## config.mk

```make
export PLATFORM = sky130hd
export DESIGN_NAME = ctp_timers
export DESIGN_NICKNAME = d
export VERILOG_FILES = /design/src/ctp_pkg.sv /design/src/ctp_tick_div.sv /design/src/ctp_pulse_out.sv /design/src/ctp_timers.sv
export VERILOG_INCLUDE_DIRS = /design/src
export SDC_FILE = /design/constraint.sdc
export NUM_CORES = 1
export LEC_CHECK = 0
export ABC_CLOCK_PERIOD_IN_PS = 7700
export BUFFER_PORTS_ARGS = -buffer_cell sky130_fd_sc_hd__buf_2
export CORE_ASPECT_RATIO = 0.75
export CORE_MARGIN = 2
export CORE_UTILIZATION = 30
export CTS_CLUSTER_SIZE = 24
export DETAILED_ROUTE_END_ITERATION = 6
export PLACE_DENSITY = 0.56
export SLEW_MARGIN = 20
export SYNTH_ARGS = -nofsm -noshare
export SYNTH_HDL_FRONTEND = slang
export SYNTH_SLANG_ARGS = --single-unit
```

## constraint.sdc

```tcl
create_clock -name ref_clk_i -period 7.7 [get_ports ref_clk_i]
set_clock_uncertainty 0.15 [all_clocks]
set_input_delay 1.155 -clock ref_clk_i [delete_from_list [all_inputs] [get_ports ref_clk_i]]
set_output_delay 1.155 -clock ref_clk_i [all_outputs]
set_load 0.02 [all_outputs]
```

## src/ctp_regs.svh

```systemverilog
// Control bit positions, reset values and tick rate of the cascadable timer block
`ifndef CTP_REGS_SVH
`define CTP_REGS_SVH

// Control register bit positions
`define CTP_CTL_EN_A_LOW 0
`define CTP_CTL_EN_A_HIGH 1
`define CTP_CTL_EN_B 2
`define CTP_CTL_CASCADE_A 3
`define CTP_CTL_PWM_A 4
`define CTP_CTL_AUTO_A_LOW 5
`define CTP_CTL_AUTO_A_HIGH 6
`define CTP_CTL_TIMER_OUTPUT_MODE_MODE 7

// Reset values
`define CTP_CTL_RESET 8'h00
`define CTP_CNT_RESET 8'h00
`define CTP_RLD_RESET 8'h00
`define CTP_PIN_RESET 1'b0

// Tick every eighth clock cycle
`define CTP_TICK_DIV 8

// Expiry threshold and cleared count
`define CTP_EXPIRE_AT 16'h0001
`define CTP_ZERO16 16'h0000
`define CTP_ZERO8 8'h00

`endif

```

## src/ctp_pkg.sv

```systemverilog
// Types shared by the cascadable timer block
package ctp_pkg;

  typedef logic [7:0] ctp_byte_t;
  typedef logic [15:0] ctp_word_t;

  // Pulse generator phase of the first pair
  typedef enum logic [1:0] {
    CTP_PH_FIRST,
    CTP_PH_LOW,
    CTP_PH_HIGH
  } ctp_pwm_phase_e;

endpackage : ctp_pkg

```

## src/ctp_tick_div.sv

```systemverilog
// Divider producing the one-cycle timer tick enable
`timescale 1ns/1ps
`include "ctp_regs.svh"

module ctp_tick_div #(
  parameter int DIV = `CTP_TICK_DIV
) (
  input wire logic ref_clk_i,
  input wire logic sys_rst_i,
  output logic tick_o
);

  localparam int CW = $clog2(DIV);
  localparam logic [CW-1:0] LAST = CW'(DIV - 1);

  logic [CW-1:0] div_cnt;

  always_ff @(posedge ref_clk_i) begin
    if (sys_rst_i) begin
      div_cnt <= '0;
    end else if (div_cnt == LAST) begin
      div_cnt <= '0;
    end else begin
      div_cnt <= div_cnt + CW'(1);
    end
  end

  always_ff @(posedge ref_clk_i) begin
    if (sys_rst_i) begin
      tick_o <= 1'b0;
    end else begin
      tick_o <= (div_cnt == LAST);
    end
  end

endmodule : ctp_tick_div

```

## src/ctp_pulse_out.sv

```systemverilog
// Flip-flop driving the timer output pin: set and cleared in pulse mode, toggled otherwise
`timescale 1ns/1ps
`include "ctp_regs.svh"

module ctp_pulse_out (
  input wire logic ref_clk_i,
  input wire logic sys_rst_i,
  input wire logic pwm_i,
  input wire logic end_low_i,
  input wire logic end_high_i,
  output logic pin_o
);

  always_ff @(posedge ref_clk_i) begin
    if (sys_rst_i) begin
      pin_o <= `CTP_PIN_RESET;
    end else if (pwm_i) begin
      if (end_low_i) begin
        pin_o <= 1'b1;
      end else if (end_high_i) begin
        pin_o <= 1'b0;
      end
    end else if (end_low_i) begin
      // Every even timeout inverts, so steady reloads give equal halves
      pin_o <= ~pin_o;
    end
  end

endmodule : ctp_pulse_out

```

## src/ctp_timers.sv

```systemverilog
// Four 8-bit down counters, cascadable into a 16-bit pulse timer and a 16-bit standard timer
`timescale 1ns/1ps
`include "ctp_regs.svh"

module ctp_timers #(
  parameter int TICK_DIV = `CTP_TICK_DIV
) (
  input wire logic ref_clk_i,
  input wire logic sys_rst_i,
  input wire logic ctl_wr_i,
  input wire ctp_pkg::ctp_byte_t ctl_wdata_i,
  input wire logic [3:0] cnt_wr_i,
  input wire ctp_pkg::ctp_byte_t cnt_wdata_i,
  input wire logic [3:0] low_reload_wr_i,
  input wire logic [1:0] high_reload_wr_i,
  input wire ctp_pkg::ctp_byte_t reload_wdata_i,
  output ctp_pkg::ctp_byte_t ctl_o,
  output ctp_pkg::ctp_byte_t timer_a_low_o,
  output ctp_pkg::ctp_byte_t timer_a_high_o,
  output ctp_pkg::ctp_byte_t timer_b_low_o,
  output ctp_pkg::ctp_byte_t timer_b_high_o,
  output ctp_pkg::ctp_byte_t pair_a_even_low_reload_o,
  output ctp_pkg::ctp_byte_t pair_a_odd_low_reload_o,
  output ctp_pkg::ctp_byte_t timer_b_low_reload_o,
  output ctp_pkg::ctp_byte_t timer_b_high_reload_o,
  output ctp_pkg::ctp_byte_t pair_a_even_high_reload_o,
  output ctp_pkg::ctp_byte_t pair_a_odd_high_reload_o,
  output logic even_timer_interrupt_o,
  output logic odd_timer_interrupt_o,
  output logic wide_timer_interrupt_o,
  output logic timer_output_pin_o
);

  import ctp_pkg::*;

  // One step of a down counter: {expired, next value}
  function automatic logic [16:0] ctp_step(
    input ctp_word_t cur,
    input ctp_word_t rld,
    input logic reload_en,
    input logic skip
  );
    logic [16:0] res;
    res = {1'b0, `CTP_ZERO16};
    if (cur <= `CTP_EXPIRE_AT) begin
      // Zero reached: reload unless disabled or overtaken by a write
      res = {1'b1, (reload_en && !skip) ? rld : `CTP_ZERO16};
    end else begin
      res = {1'b0, cur - `CTP_EXPIRE_AT};
    end
    return res;
  endfunction : ctp_step

  // Pulse generator needs the pair cascaded, in pulse mode and enabled
  function automatic logic ctp_pwm_on(input ctp_byte_t c);
    return c[`CTP_CTL_CASCADE_A] && c[`CTP_CTL_PWM_A] && c[`CTP_CTL_EN_A_LOW];
  endfunction : ctp_pwm_on

  // Split-mode bits sit at a fixed stride from the low timer's bit
  function automatic logic ctp_split_en(input ctp_byte_t c, input int idx);
    return c[`CTP_CTL_EN_A_LOW + idx];
  endfunction : ctp_split_en

  function automatic logic ctp_split_auto(input ctp_byte_t c, input int idx);
    return c[`CTP_CTL_AUTO_A_LOW + idx];
  endfunction : ctp_split_auto

  ctp_byte_t ctl;
  ctp_byte_t cnt [4];
  ctp_byte_t low_rld [4];
  ctp_byte_t high_rld [2];
  ctp_byte_t next_cnt [4];
  ctp_pwm_phase_e phase;
  ctp_pwm_phase_e next_phase;
  logic tick;
  logic [2:0] expired;
  logic [1:0] clr_en;
  logic [16:0] step_a;
  logic [16:0] step_b;
  logic [16:0] step8;
  ctp_word_t rld_sel;
  logic cur_high;
  logic skip_a;
  logic skip_b;
  logic pwm_active;

  // Internal clock only; no external count source exists
  ctp_tick_div #(
    .DIV(TICK_DIV)
  ) u_tick (
    .ref_clk_i(ref_clk_i),
    .sys_rst_i(sys_rst_i),
    .tick_o(tick)
  );

  assign pwm_active = ctp_pwm_on(ctl);
  assign skip_a = (|low_reload_wr_i[1:0]) || (|high_reload_wr_i);
  assign skip_b = |low_reload_wr_i[3:2];

  always_comb begin
    for (int i = 0; i < 4; i++) begin
      next_cnt[i] = cnt[i];
    end
    next_phase = phase;
    expired = '0;
    clr_en = '0;
    step_a = '0;
    step_b = '0;
    step8 = '0;
    rld_sel = {low_rld[1], low_rld[0]};
    cur_high = 1'b0;
    if (tick) begin
      if (ctl[`CTP_CTL_CASCADE_A]) begin
        if (ctl[`CTP_CTL_EN_A_LOW]) begin
          if (ctl[`CTP_CTL_PWM_A]) begin
            // First expiry decides by the pin only when it serves as timer output
            if (phase == CTP_PH_FIRST) begin
              cur_high = ctl[`CTP_CTL_TIMER_OUTPUT_MODE_MODE] ? timer_output_pin_o : 1'b1;
            end else begin
              cur_high = (phase == CTP_PH_HIGH);
            end
            rld_sel = cur_high ? {low_rld[1], low_rld[0]} : {high_rld[1], high_rld[0]};
          end
          step_a = ctp_step({cnt[1], cnt[0]}, rld_sel, 1'b1, skip_a);
          next_cnt[1] = step_a[15:8];
          next_cnt[0] = step_a[7:0];
          if (step_a[16]) begin
            if (ctl[`CTP_CTL_PWM_A]) begin
              if (cur_high) begin
                expired[1] = 1'b1;
                next_phase = CTP_PH_LOW;
              end else begin
                expired[0] = 1'b1;
                next_phase = CTP_PH_HIGH;
              end
            end else begin
              expired[0] = 1'b1;
            end
          end
        end
      end else begin
        for (int i = 0; i < 2; i++) begin
          if (ctp_split_en(ctl, i)) begin
            step8 = ctp_step({`CTP_ZERO8, cnt[i]}, {`CTP_ZERO8, low_rld[i]},
                             ctp_split_auto(ctl, i), low_reload_wr_i[i]);
            next_cnt[i] = step8[7:0];
            if (step8[16]) begin
              expired[i] = 1'b1;
              clr_en[i] = !ctp_split_auto(ctl, i);
            end
          end
        end
      end
      // Second pair has no split mode, so one enable governs both bytes
      if (ctl[`CTP_CTL_EN_B]) begin
        step_b = ctp_step({cnt[3], cnt[2]}, {low_rld[3], low_rld[2]}, 1'b1, skip_b);
        next_cnt[3] = step_b[15:8];
        next_cnt[2] = step_b[7:0];
        expired[2] = step_b[16];
      end
    end
  end

  // Count registers: software write has priority over write-back
  for (genvar g = 0; g < 4; g++) begin : g_cnt
    always_ff @(posedge ref_clk_i) begin
      if (sys_rst_i) begin
        cnt[g] <= `CTP_CNT_RESET;
      end else if (cnt_wr_i[g]) begin
        cnt[g] <= cnt_wdata_i;
      end else begin
        cnt[g] <= next_cnt[g];
      end
    end

    always_ff @(posedge ref_clk_i) begin
      if (sys_rst_i) begin
        low_rld[g] <= `CTP_RLD_RESET;
      end else if (low_reload_wr_i[g]) begin
        low_rld[g] <= reload_wdata_i;
      end
    end
  end

  for (genvar g = 0; g < 2; g++) begin : g_high_rld
    always_ff @(posedge ref_clk_i) begin
      if (sys_rst_i) begin
        high_rld[g] <= `CTP_RLD_RESET;
      end else if (high_reload_wr_i[g]) begin
        high_rld[g] <= reload_wdata_i;
      end
    end
  end

  // Control: a write replaces all bits; counts are untouched, so no reload happens
  always_ff @(posedge ref_clk_i) begin
    if (sys_rst_i) begin
      ctl <= `CTP_CTL_RESET;
    end else begin
      if (ctl_wr_i) begin
        ctl <= ctl_wdata_i;
      end
      // Hardware single-shot clear overrides a same-cycle software write
      if (clr_en[0]) begin
        ctl[`CTP_CTL_EN_A_LOW] <= 1'b0;
      end
      if (clr_en[1]) begin
        ctl[`CTP_CTL_EN_A_HIGH] <= 1'b0;
      end
    end
  end

  // Phase restarts whenever the pulse generator is off or reconfigured
  always_ff @(posedge ref_clk_i) begin
    if (sys_rst_i) begin
      phase <= CTP_PH_FIRST;
    end else if (ctl_wr_i || !pwm_active) begin
      phase <= CTP_PH_FIRST;
    end else begin
      case (next_phase)
        CTP_PH_FIRST: phase <= CTP_PH_FIRST;
        CTP_PH_LOW: phase <= CTP_PH_LOW;
        CTP_PH_HIGH: phase <= CTP_PH_HIGH;
        default: phase <= CTP_PH_FIRST;
      endcase
    end
  end

  // Interrupt pulses; a second expiry before service is not tracked
  always_ff @(posedge ref_clk_i) begin
    if (sys_rst_i) begin
      even_timer_interrupt_o <= 1'b0;
    end else begin
      even_timer_interrupt_o <= expired[0];
    end
  end

  always_ff @(posedge ref_clk_i) begin
    if (sys_rst_i) begin
      odd_timer_interrupt_o <= 1'b0;
    end else begin
      odd_timer_interrupt_o <= expired[1];
    end
  end

  // Pair B interrupt belongs to its even byte; the odd byte has none
  always_ff @(posedge ref_clk_i) begin
    if (sys_rst_i) begin
      wide_timer_interrupt_o <= 1'b0;
    end else begin
      wide_timer_interrupt_o <= expired[2];
    end
  end

  // Pin enabling at the port is left to software outside this block
  ctp_pulse_out u_pulse (
    .ref_clk_i(ref_clk_i),
    .sys_rst_i(sys_rst_i),
    .pwm_i(pwm_active),
    .end_low_i(expired[0]),
    .end_high_i(expired[1]),
    .pin_o(timer_output_pin_o)
  );

  // Readback is pure wiring from the registers, free of side effects
  assign ctl_o = ctl;
  assign timer_a_low_o = cnt[0];
  assign timer_a_high_o = cnt[1];
  assign timer_b_low_o = cnt[2];
  assign timer_b_high_o = cnt[3];
  assign pair_a_even_low_reload_o = low_rld[0];
  assign pair_a_odd_low_reload_o = low_rld[1];
  assign timer_b_low_reload_o = low_rld[2];
  assign timer_b_high_reload_o = low_rld[3];
  assign pair_a_even_high_reload_o = high_rld[0];
  assign pair_a_odd_high_reload_o = high_rld[1];

endmodule : ctp_timers

```

==> qor.csv, run 1 <==
metric;value;unit
status;completed;
cp_max_fo;9;
postCtsHoldBufs;0;
worst_slack;4.47;ns
internal_power;0.967;mW
die_h;123;um
vdd.ir_drop.worst;0.000115;V
power.total;1.44;mW
synth.area.top_cells;edfxtp_1 42%, dfxtp_1 6.3%, and2_1 5.3%, mux2i_1 2.5%, nor3_1 2.3%;
cp-end-kind;flip-flop;
power.net_switching;0.471;mW
r2r_end;cnt[2][4];
yosysSeqAreaShare;48.5;%
finalSetupViolCount;0;
cts_made_buffers;9;
rsz0062_at_grt;false;
critical_path_required;7.72;ns
r2r_setup_slack;4.51;ns
cpPeakStageDelay;0.67;ns
grt_pass1_vias;4550;
async_flop_share;0;%
synthCells;543;
fin_tns_setup;0;ns
cp_data_arrival_time;3.25;ns
drt_iter0_drc;519;
muxShareOfSynthArea;4.04;%
synth-simple-area-share;21.7;%
leakagePower;2.72;nW
report.final.hold_viol_count;0;
final_nets;703;
initial_core_util;30.7;%
num_vias;4960;
drc;0;
maxSlewHeadroom;33.0;%
cts_resized;0;
antenna_found_initial;0;
synth_xor_area_share;3.69;%
first_pass_iters;5;
dieArea;20100;um^2
grt_start_max_net_pins;66;
fmax;309;MHz
reg2reg_from;cnt[2][4];
synth_compound_area_share;16.8;%
pwr-share-clk;30.6;%
cp_common_cell;a221oi_1;
pre_cts_ws;4.20;ns
r2r_cells;5;
post_cts_buffers;0;
final_util;36.8;%
overflow;0;
yosys_warnings;0;
wirelength;19200;um
fin_crit_sh;42.0;%
sw_frac_of_total;32.7;%
cts_sinks;98;
place_hpwl;14900;um
crit_cells;6;
synth_top_family_by_area;simple AND/OR/NAND/NOR gates;
core_area;18600;um^2
port_buffers;128;
avgRoutedWirePerCell;21.2;um
synth_top_cell_by_area;edfxtp_1;
fin_crit;3.23;ns
netlist.area_leader.share;42.2;%
clockBufferDepth;2;
worstSetupEndpoint;cnt[0][6];
cp_num_buf_inv;1;
postSynthAreaPerCell;10.5;um^2
p_comb_share;22.1;%
die_x;163;um
path_delay_family;simple AND/OR/NAND/NOR gates;
h-tree-depth;3;
avgViaCountPerCell;5.46;
hold_path_class;flip-flop to flip-flop;
hold_slack;0.294;ns
fillCellCount;1867;
synth_cell_types;67;
tightest_slew;1.00;ns
final-max-slew-violation-count;0;
drive_gt1_share;26.7;%
synthToLayoutAreaGrowth;19.8;%
clock_latency;0.35;ns
cp-startpoint;low_reload_wr_i[0];
critical_path.cell_chain;buf_2, nor4_1, nand2_1, nor4_2, a221oi_1, a221oi_1;
gp_congestion;0.930;
synth-adder-area-share;1.98;%
crit_path_start_kind;input port;
most-common-layout-cells;128 x buf_2, 80 x edfxtp_1, 48 x and2_1;
cts-root-buf;clkbuf_16;
track_usage;18.9;%
ys_ff_latch;98;
layout_commonest_cell;buf_2;
critPathKind;input port to flip-flop;
grt_pass1_wl;28200;um
seqPwrFrac;47.3;%
n_antenna_cell;0;
cp_slowest_cell;nor4_2;
ys.flop_type;edfxtp_1;
synthesis.nets;589;
cts_tree;done;
synthesis.area;5700;um^2
synth-edff-count;80;
clk_pin_slew;0.07;ns
p_per_area;211;nW/um^2
io_pins;129;
num_rows;43;
final_antenna_net_count;0;
cap_viol_max_count;0;
## layer usage
metal / up-vias / global-route usage, % / wire length, um
met5: - / 0 / 0
met4: 0 / 6.31 / 414
met3: 28 / 3.32 / 1400
met2: 223 / 26.4 / 7930
met1: 2409 / 29.1 / 9480
li1: 2300 / - / -
## through the flow
step                      std cells  instance area (um^2)
after detailed placement        893                  6540
final                           909                  6830
after global routing            909                  6830
after floorplan                 543                  5700
after global placement          893                  6540
after CTS                       909                  6830
## worst min-delay path by stage
| stage | startpoint | endpoint | cells past startpoint |
|---|---|---|---|
| global route | u_tick.div_cnt[0] | u_tick.div_cnt[0] | 1 |
| floorplan | u_tick.div_cnt[0] | u_tick.div_cnt[0] | 1 |
| CTS | u_tick.div_cnt[0] | u_tick.div_cnt[0] | 1 |
| detailed placement | u_tick.div_cnt[0] | u_tick.div_cnt[0] | 1 |
| finish | u_tick.div_cnt[0] | u_tick.div_cnt[0] | 1 |
| global placement | u_tick.div_cnt[0] | u_tick.div_cnt[0] | 1 |
## layout make-up
cell class	instances	area [um^2]	area share, %
flip-flops and latches	98	2760	40.5
inverters	18	67.6	0.990
repair buffers	130	656	9.60
clock inverters	6	46.3	0.678
multi-input cells	400	2750	40.2
clock buffers	10	239	3.50
well taps	247	309	4.53
## sequential cells by signal (all words and copies together) (netlist names)
register and cells:
odd_timer_interrupt_o 1, ctl_o 8, high_rld 16, wide_timer_interrupt_o 1, even_timer_interrupt_o 1, cnt 32, u_tick.div_cnt 3, low_rld 32
u_tick.tick_o 1, phase 2, u_pulse.pin_o 1
## synthesized netlist by cell type, types with 6 or more instances
| cell type | number |
|---|---|
| a221oi_1 | 12 |
| mux2_2 | 8 |
| or2_2 | 8 |
| nor2_1 | 28 |
| a21oi_1 | 24 |
| ha_1 | 9 |
| edfxtp_1 | 80 |
| nor4_1 | 11 |
| xor2_1 | 12 |
| nand2_1 | 29 |
| dfxtp_1 | 18 |
| or3_1 | 7 |
| mux2i_1 | 14 |
| clkbuf_1 | 17 |
| o21ai_0 | 8 |
| a31oi_1 | 12 |
| a211oi_1 | 9 |
| nand3_1 | 13 |
| and2_1 | 48 |
| nor3_1 | 26 |
| inv_1 | 18 |
| a211o_1 | 7 |
| nor2b_1 | 18 |
| xnor2_1 | 12 |
| nor3b_1 | 6 |
## power groups by stage
| stage | combinational (mW) | clock, mW | sequential (mW) |
|---|---|---|---|
| 2_1_floorplan | 0.156 | 0 | 0.721 |
| 3_3_place_gp | 0.311 | 0 | 0.689 |
| 3_5_place_dp | 0.312 | 0 | 0.690 |
| 4_1_cts | 0.314 | 0.444 | 0.679 |
| 5_1_grt | 0.343 | 0.466 | 0.685 |
| 6_report | 0.318 | 0.440 | 0.680 |
## cell families after synthesis
kind of cell | count (synthesis)
flip-flops | 98
multiplexers | 22
AO/OA/AOI/OAI | 128
buffers and inverters | 45
XOR/XNOR | 24
AND/OR/NAND/NOR | 217
adder cells (fa/ha/maj) | 9
(Power assumes the default switching activity.)
==> run 2, diff against run 1 <==
--- a/config.mk
+++ b/config.mk
@@ -6,7 +6,7 @@
 export SDC_FILE = /design/constraint.sdc
 export NUM_CORES = 1
 export LEC_CHECK = 0
-export ABC_CLOCK_PERIOD_IN_PS = 7700
+export ABC_CLOCK_PERIOD_IN_PS = 3000
 export BUFFER_PORTS_ARGS = -buffer_cell sky130_fd_sc_hd__buf_2
 export CORE_ASPECT_RATIO = 0.75
 export CORE_MARGIN = 2
==> constraint.sdc (replaced) <==
create_clock -name ref_clk_i -period 3 [get_ports ref_clk_i]
set_clock_uncertainty 0.15 [all_clocks]
set_input_delay 0.45 -clock ref_clk_i [delete_from_list [all_inputs] [get_ports ref_clk_i]]
set_output_delay 0.45 -clock ref_clk_i [all_outputs]
set_load 0.02 [all_outputs]
==> qor.csv, run 2 (synthesis gave the netlist of run 1 again) <==
metric;value;unit;change
layout_commonest_cell;buf_2;;unchanged
maxSlewHeadroom;42.4;%;was 33.0%
drc;0;;unchanged
overflow;0;;unchanged
r2r_cells;8;;was 5
cp_num_buf_inv;2;;was 1
hold_path_class;input port to flip-flop;;was flip-flop to flip-flop
critPathKind;flip-flop to flip-flop;;was input port to flip-flop
final_antenna_net_count;0;;unchanged
status;completed;;unchanged
fin_tns_setup;0;ns;unchanged
worst_slack;0.211;ns;was 4.47 ns
vdd.ir_drop.worst;0.000243;V;was 0.000115 V
cp_data_arrival_time;2.75;ns;was 3.25 ns
finalSetupViolCount;0;;unchanged
grt_pass1_vias;4703;;was 4550
tightest_slew;0.858;ns;was 1.00 ns
h-tree-depth;3;;unchanged
cts_tree;done;;unchanged
fillCellCount;1869;;was 1867
core_area;18600;um^2;unchanged
num_vias;5041;;was 4960
port_buffers;128;;unchanged
reg2reg_from;cnt[0][0];;was cnt[2][4]
drive_gt1_share;28.5;%;was 26.7%
clk_pin_slew;0.08;ns;was 0.07 ns
path_delay_family;compound AO/OA/AOI/OAI gates;;was simple AND/OR/NAND/NOR gates
avgRoutedWirePerCell;21.3;um;was 21.2 um
antenna_found_initial;0;;unchanged
first_pass_iters;5;;unchanged
multi_input_area;2750;um^2;unchanged
cts_resized;0;;unchanged
gp_congestion;0.929;;was 0.930
drt_iter0_drc;596;;was 519
min_path_cells;3;;was 1
wirelength;19800;um;was 19200 um
crit_path_start_kind;flip-flop;;was input port
num_rows;43;;unchanged
layoutNonFillerInstCount;927;;was 909
report.final.hold_viol_count;0;;unchanged
cts_made_buffers;9;;unchanged
cpPeakStageDelay;0.51;ns;was 0.67 ns
holdPathEnd;ctl_o[4];;was u_tick.div_cnt[0]
r2r_setup_slack;0.21;ns;was 4.51 ns
cap_viol_max_count;0;;unchanged
io_pins;129;;unchanged
fmax;359;MHz;
clockBufferDepth;2;;unchanged
final-max-slew-violation-count;0;;unchanged
dieArea;20100;um^2;unchanged
critical_path.cell_chain;inv_1, ha_1, nand2b_1, a22oi_1, buf_4, o32ai_1, o211ai_1, a221oi_1;;was buf_2, nor4_1, nand2_1, nor4_2, a221oi_1, a221oi_1
reg.largest.list;cnt (32), low_rld (32), high_rld (16);;unchanged
cp_slowest_cell;edfxtp_1;;was nor4_2
place_hpwl;15400;um;was 14900 um
fin_crit;2.79;ns;
die_h;123;um;unchanged
leakagePower;2.82;nW;was 2.72 nW
initial_core_util;30.7;%;unchanged
grt_start_max_net_pins;22;;was 66
p_per_area;542;nW/um^2;was 211 nW/um^2
postCtsHoldBufs;0;;unchanged
post_cts_buffers;0;;unchanged
clock_latency;0.36;ns;was 0.35 ns
cts-root-buf;clkbuf_16;;unchanged
avgViaCountPerCell;5.44;;was 5.46
dp.cells;911;;was 893
fin_crit_sh;93.0;%;
track_usage;19.6;%;was 18.9%
cp_max_fo;7;;was 9
final_nets;721;;was 703
synthToLayoutAreaGrowth;22.5;%;was 19.8%
pre_cts_ws;0.279;ns;was 4.20 ns
cp-end-kind;flip-flop;;unchanged
seq_area;2760;um^2;unchanged
min-delay-start;ctl_wdata_i[4];;was u_tick.div_cnt[0]
grt_pass1_wl;28900;um;was 28200 um
rsz0062_at_grt;false;;unchanged
r2r_end;cnt[1][1];;was cnt[2][4]
most-common-layout-cells;128 x buf_2, 80 x edfxtp_1, 48 x and2_1;;unchanged
critical_path_required;2.96;ns;was 7.72 ns
cts_sinks;98;;unchanged
n_antenna_cell;0;;unchanged
die_x;163;um;unchanged
## run 2: per-layer routing
metal  vias to the layer above  wire, um  track usage [%]
met3                        26      1520             4.36
met5                         -         0                0
met4                         0       418             6.69
li1                       2327         -                -
met2                       240      8370             28.0
met1                      2448      9450             29.1
## run 2: layout make-up
| cell class | instances | area share (%) |
|---|---|---|
| Timing Repair Buffer | 148 | 11.3 |
| Clock inverter | 6 | 1.08 |
| Tap cell | 247 | 4.43 |
| Multi-Input combinational cell | 400 | 39.3 |
| Sequential cell | 98 | 39.6 |
| Inverter | 18 | 0.968 |
| Clock buffer | 10 | 3.28 |
## run 2: how the worst max path moves through the flow
stage / startpoint / slack (ns) / cells past startpoint / to
final: cnt[0][0] / 0.21 / 8 / cnt[1][1]
after global routing: cnt[0][0] / 0.05 / 8 / cnt[0][5]
after CTS: cnt[2][4] / 0.26 / 6 / cnt[2][6]
after detailed placement: cnt[2][4] / 0.28 / 6 / cnt[2][6]
after global placement: cnt[0][0] / 0.36 / 8 / cnt[0][5]
after floorplan: cnt[2][7] / 0.23 / 7 / cnt[3][6]
## run 2: report_power, final
part | switching [mW] | internal (mW) | leakage (nW)
sequential | 0.143 | 1.60 | 1.01
combinational | 0.529 | 0.310 | 1.67
clock | 0.545 | 0.659 | 0.145
total | 1.22 | 2.57 | 2.82
## run 2: metrics by stage
stage	power, mW	utilization, %	hold slack (ns)	area [um^2]
finish	3.79	37.6	0.166	6980
global route	3.93	37.6	0.195	6980
CTS	3.80	37.6	0.154	6980
detailed placement	2.59	36.0	0.274	6680
global placement	2.59	36.0	0.266	6680
floorplan	2.25	-	0.258	5700
## run 2: worst reg2reg max path: stages (launching register included)
cell,delay [ns]
edfxtp_1,0.51
inv_1,0.15
ha_1,0.30
nand2b_1,0.17
a22oi_1,0.14
buf_4,0.20
o32ai_1,0.32
o211ai_1,0.14
a221oi_1,0.46
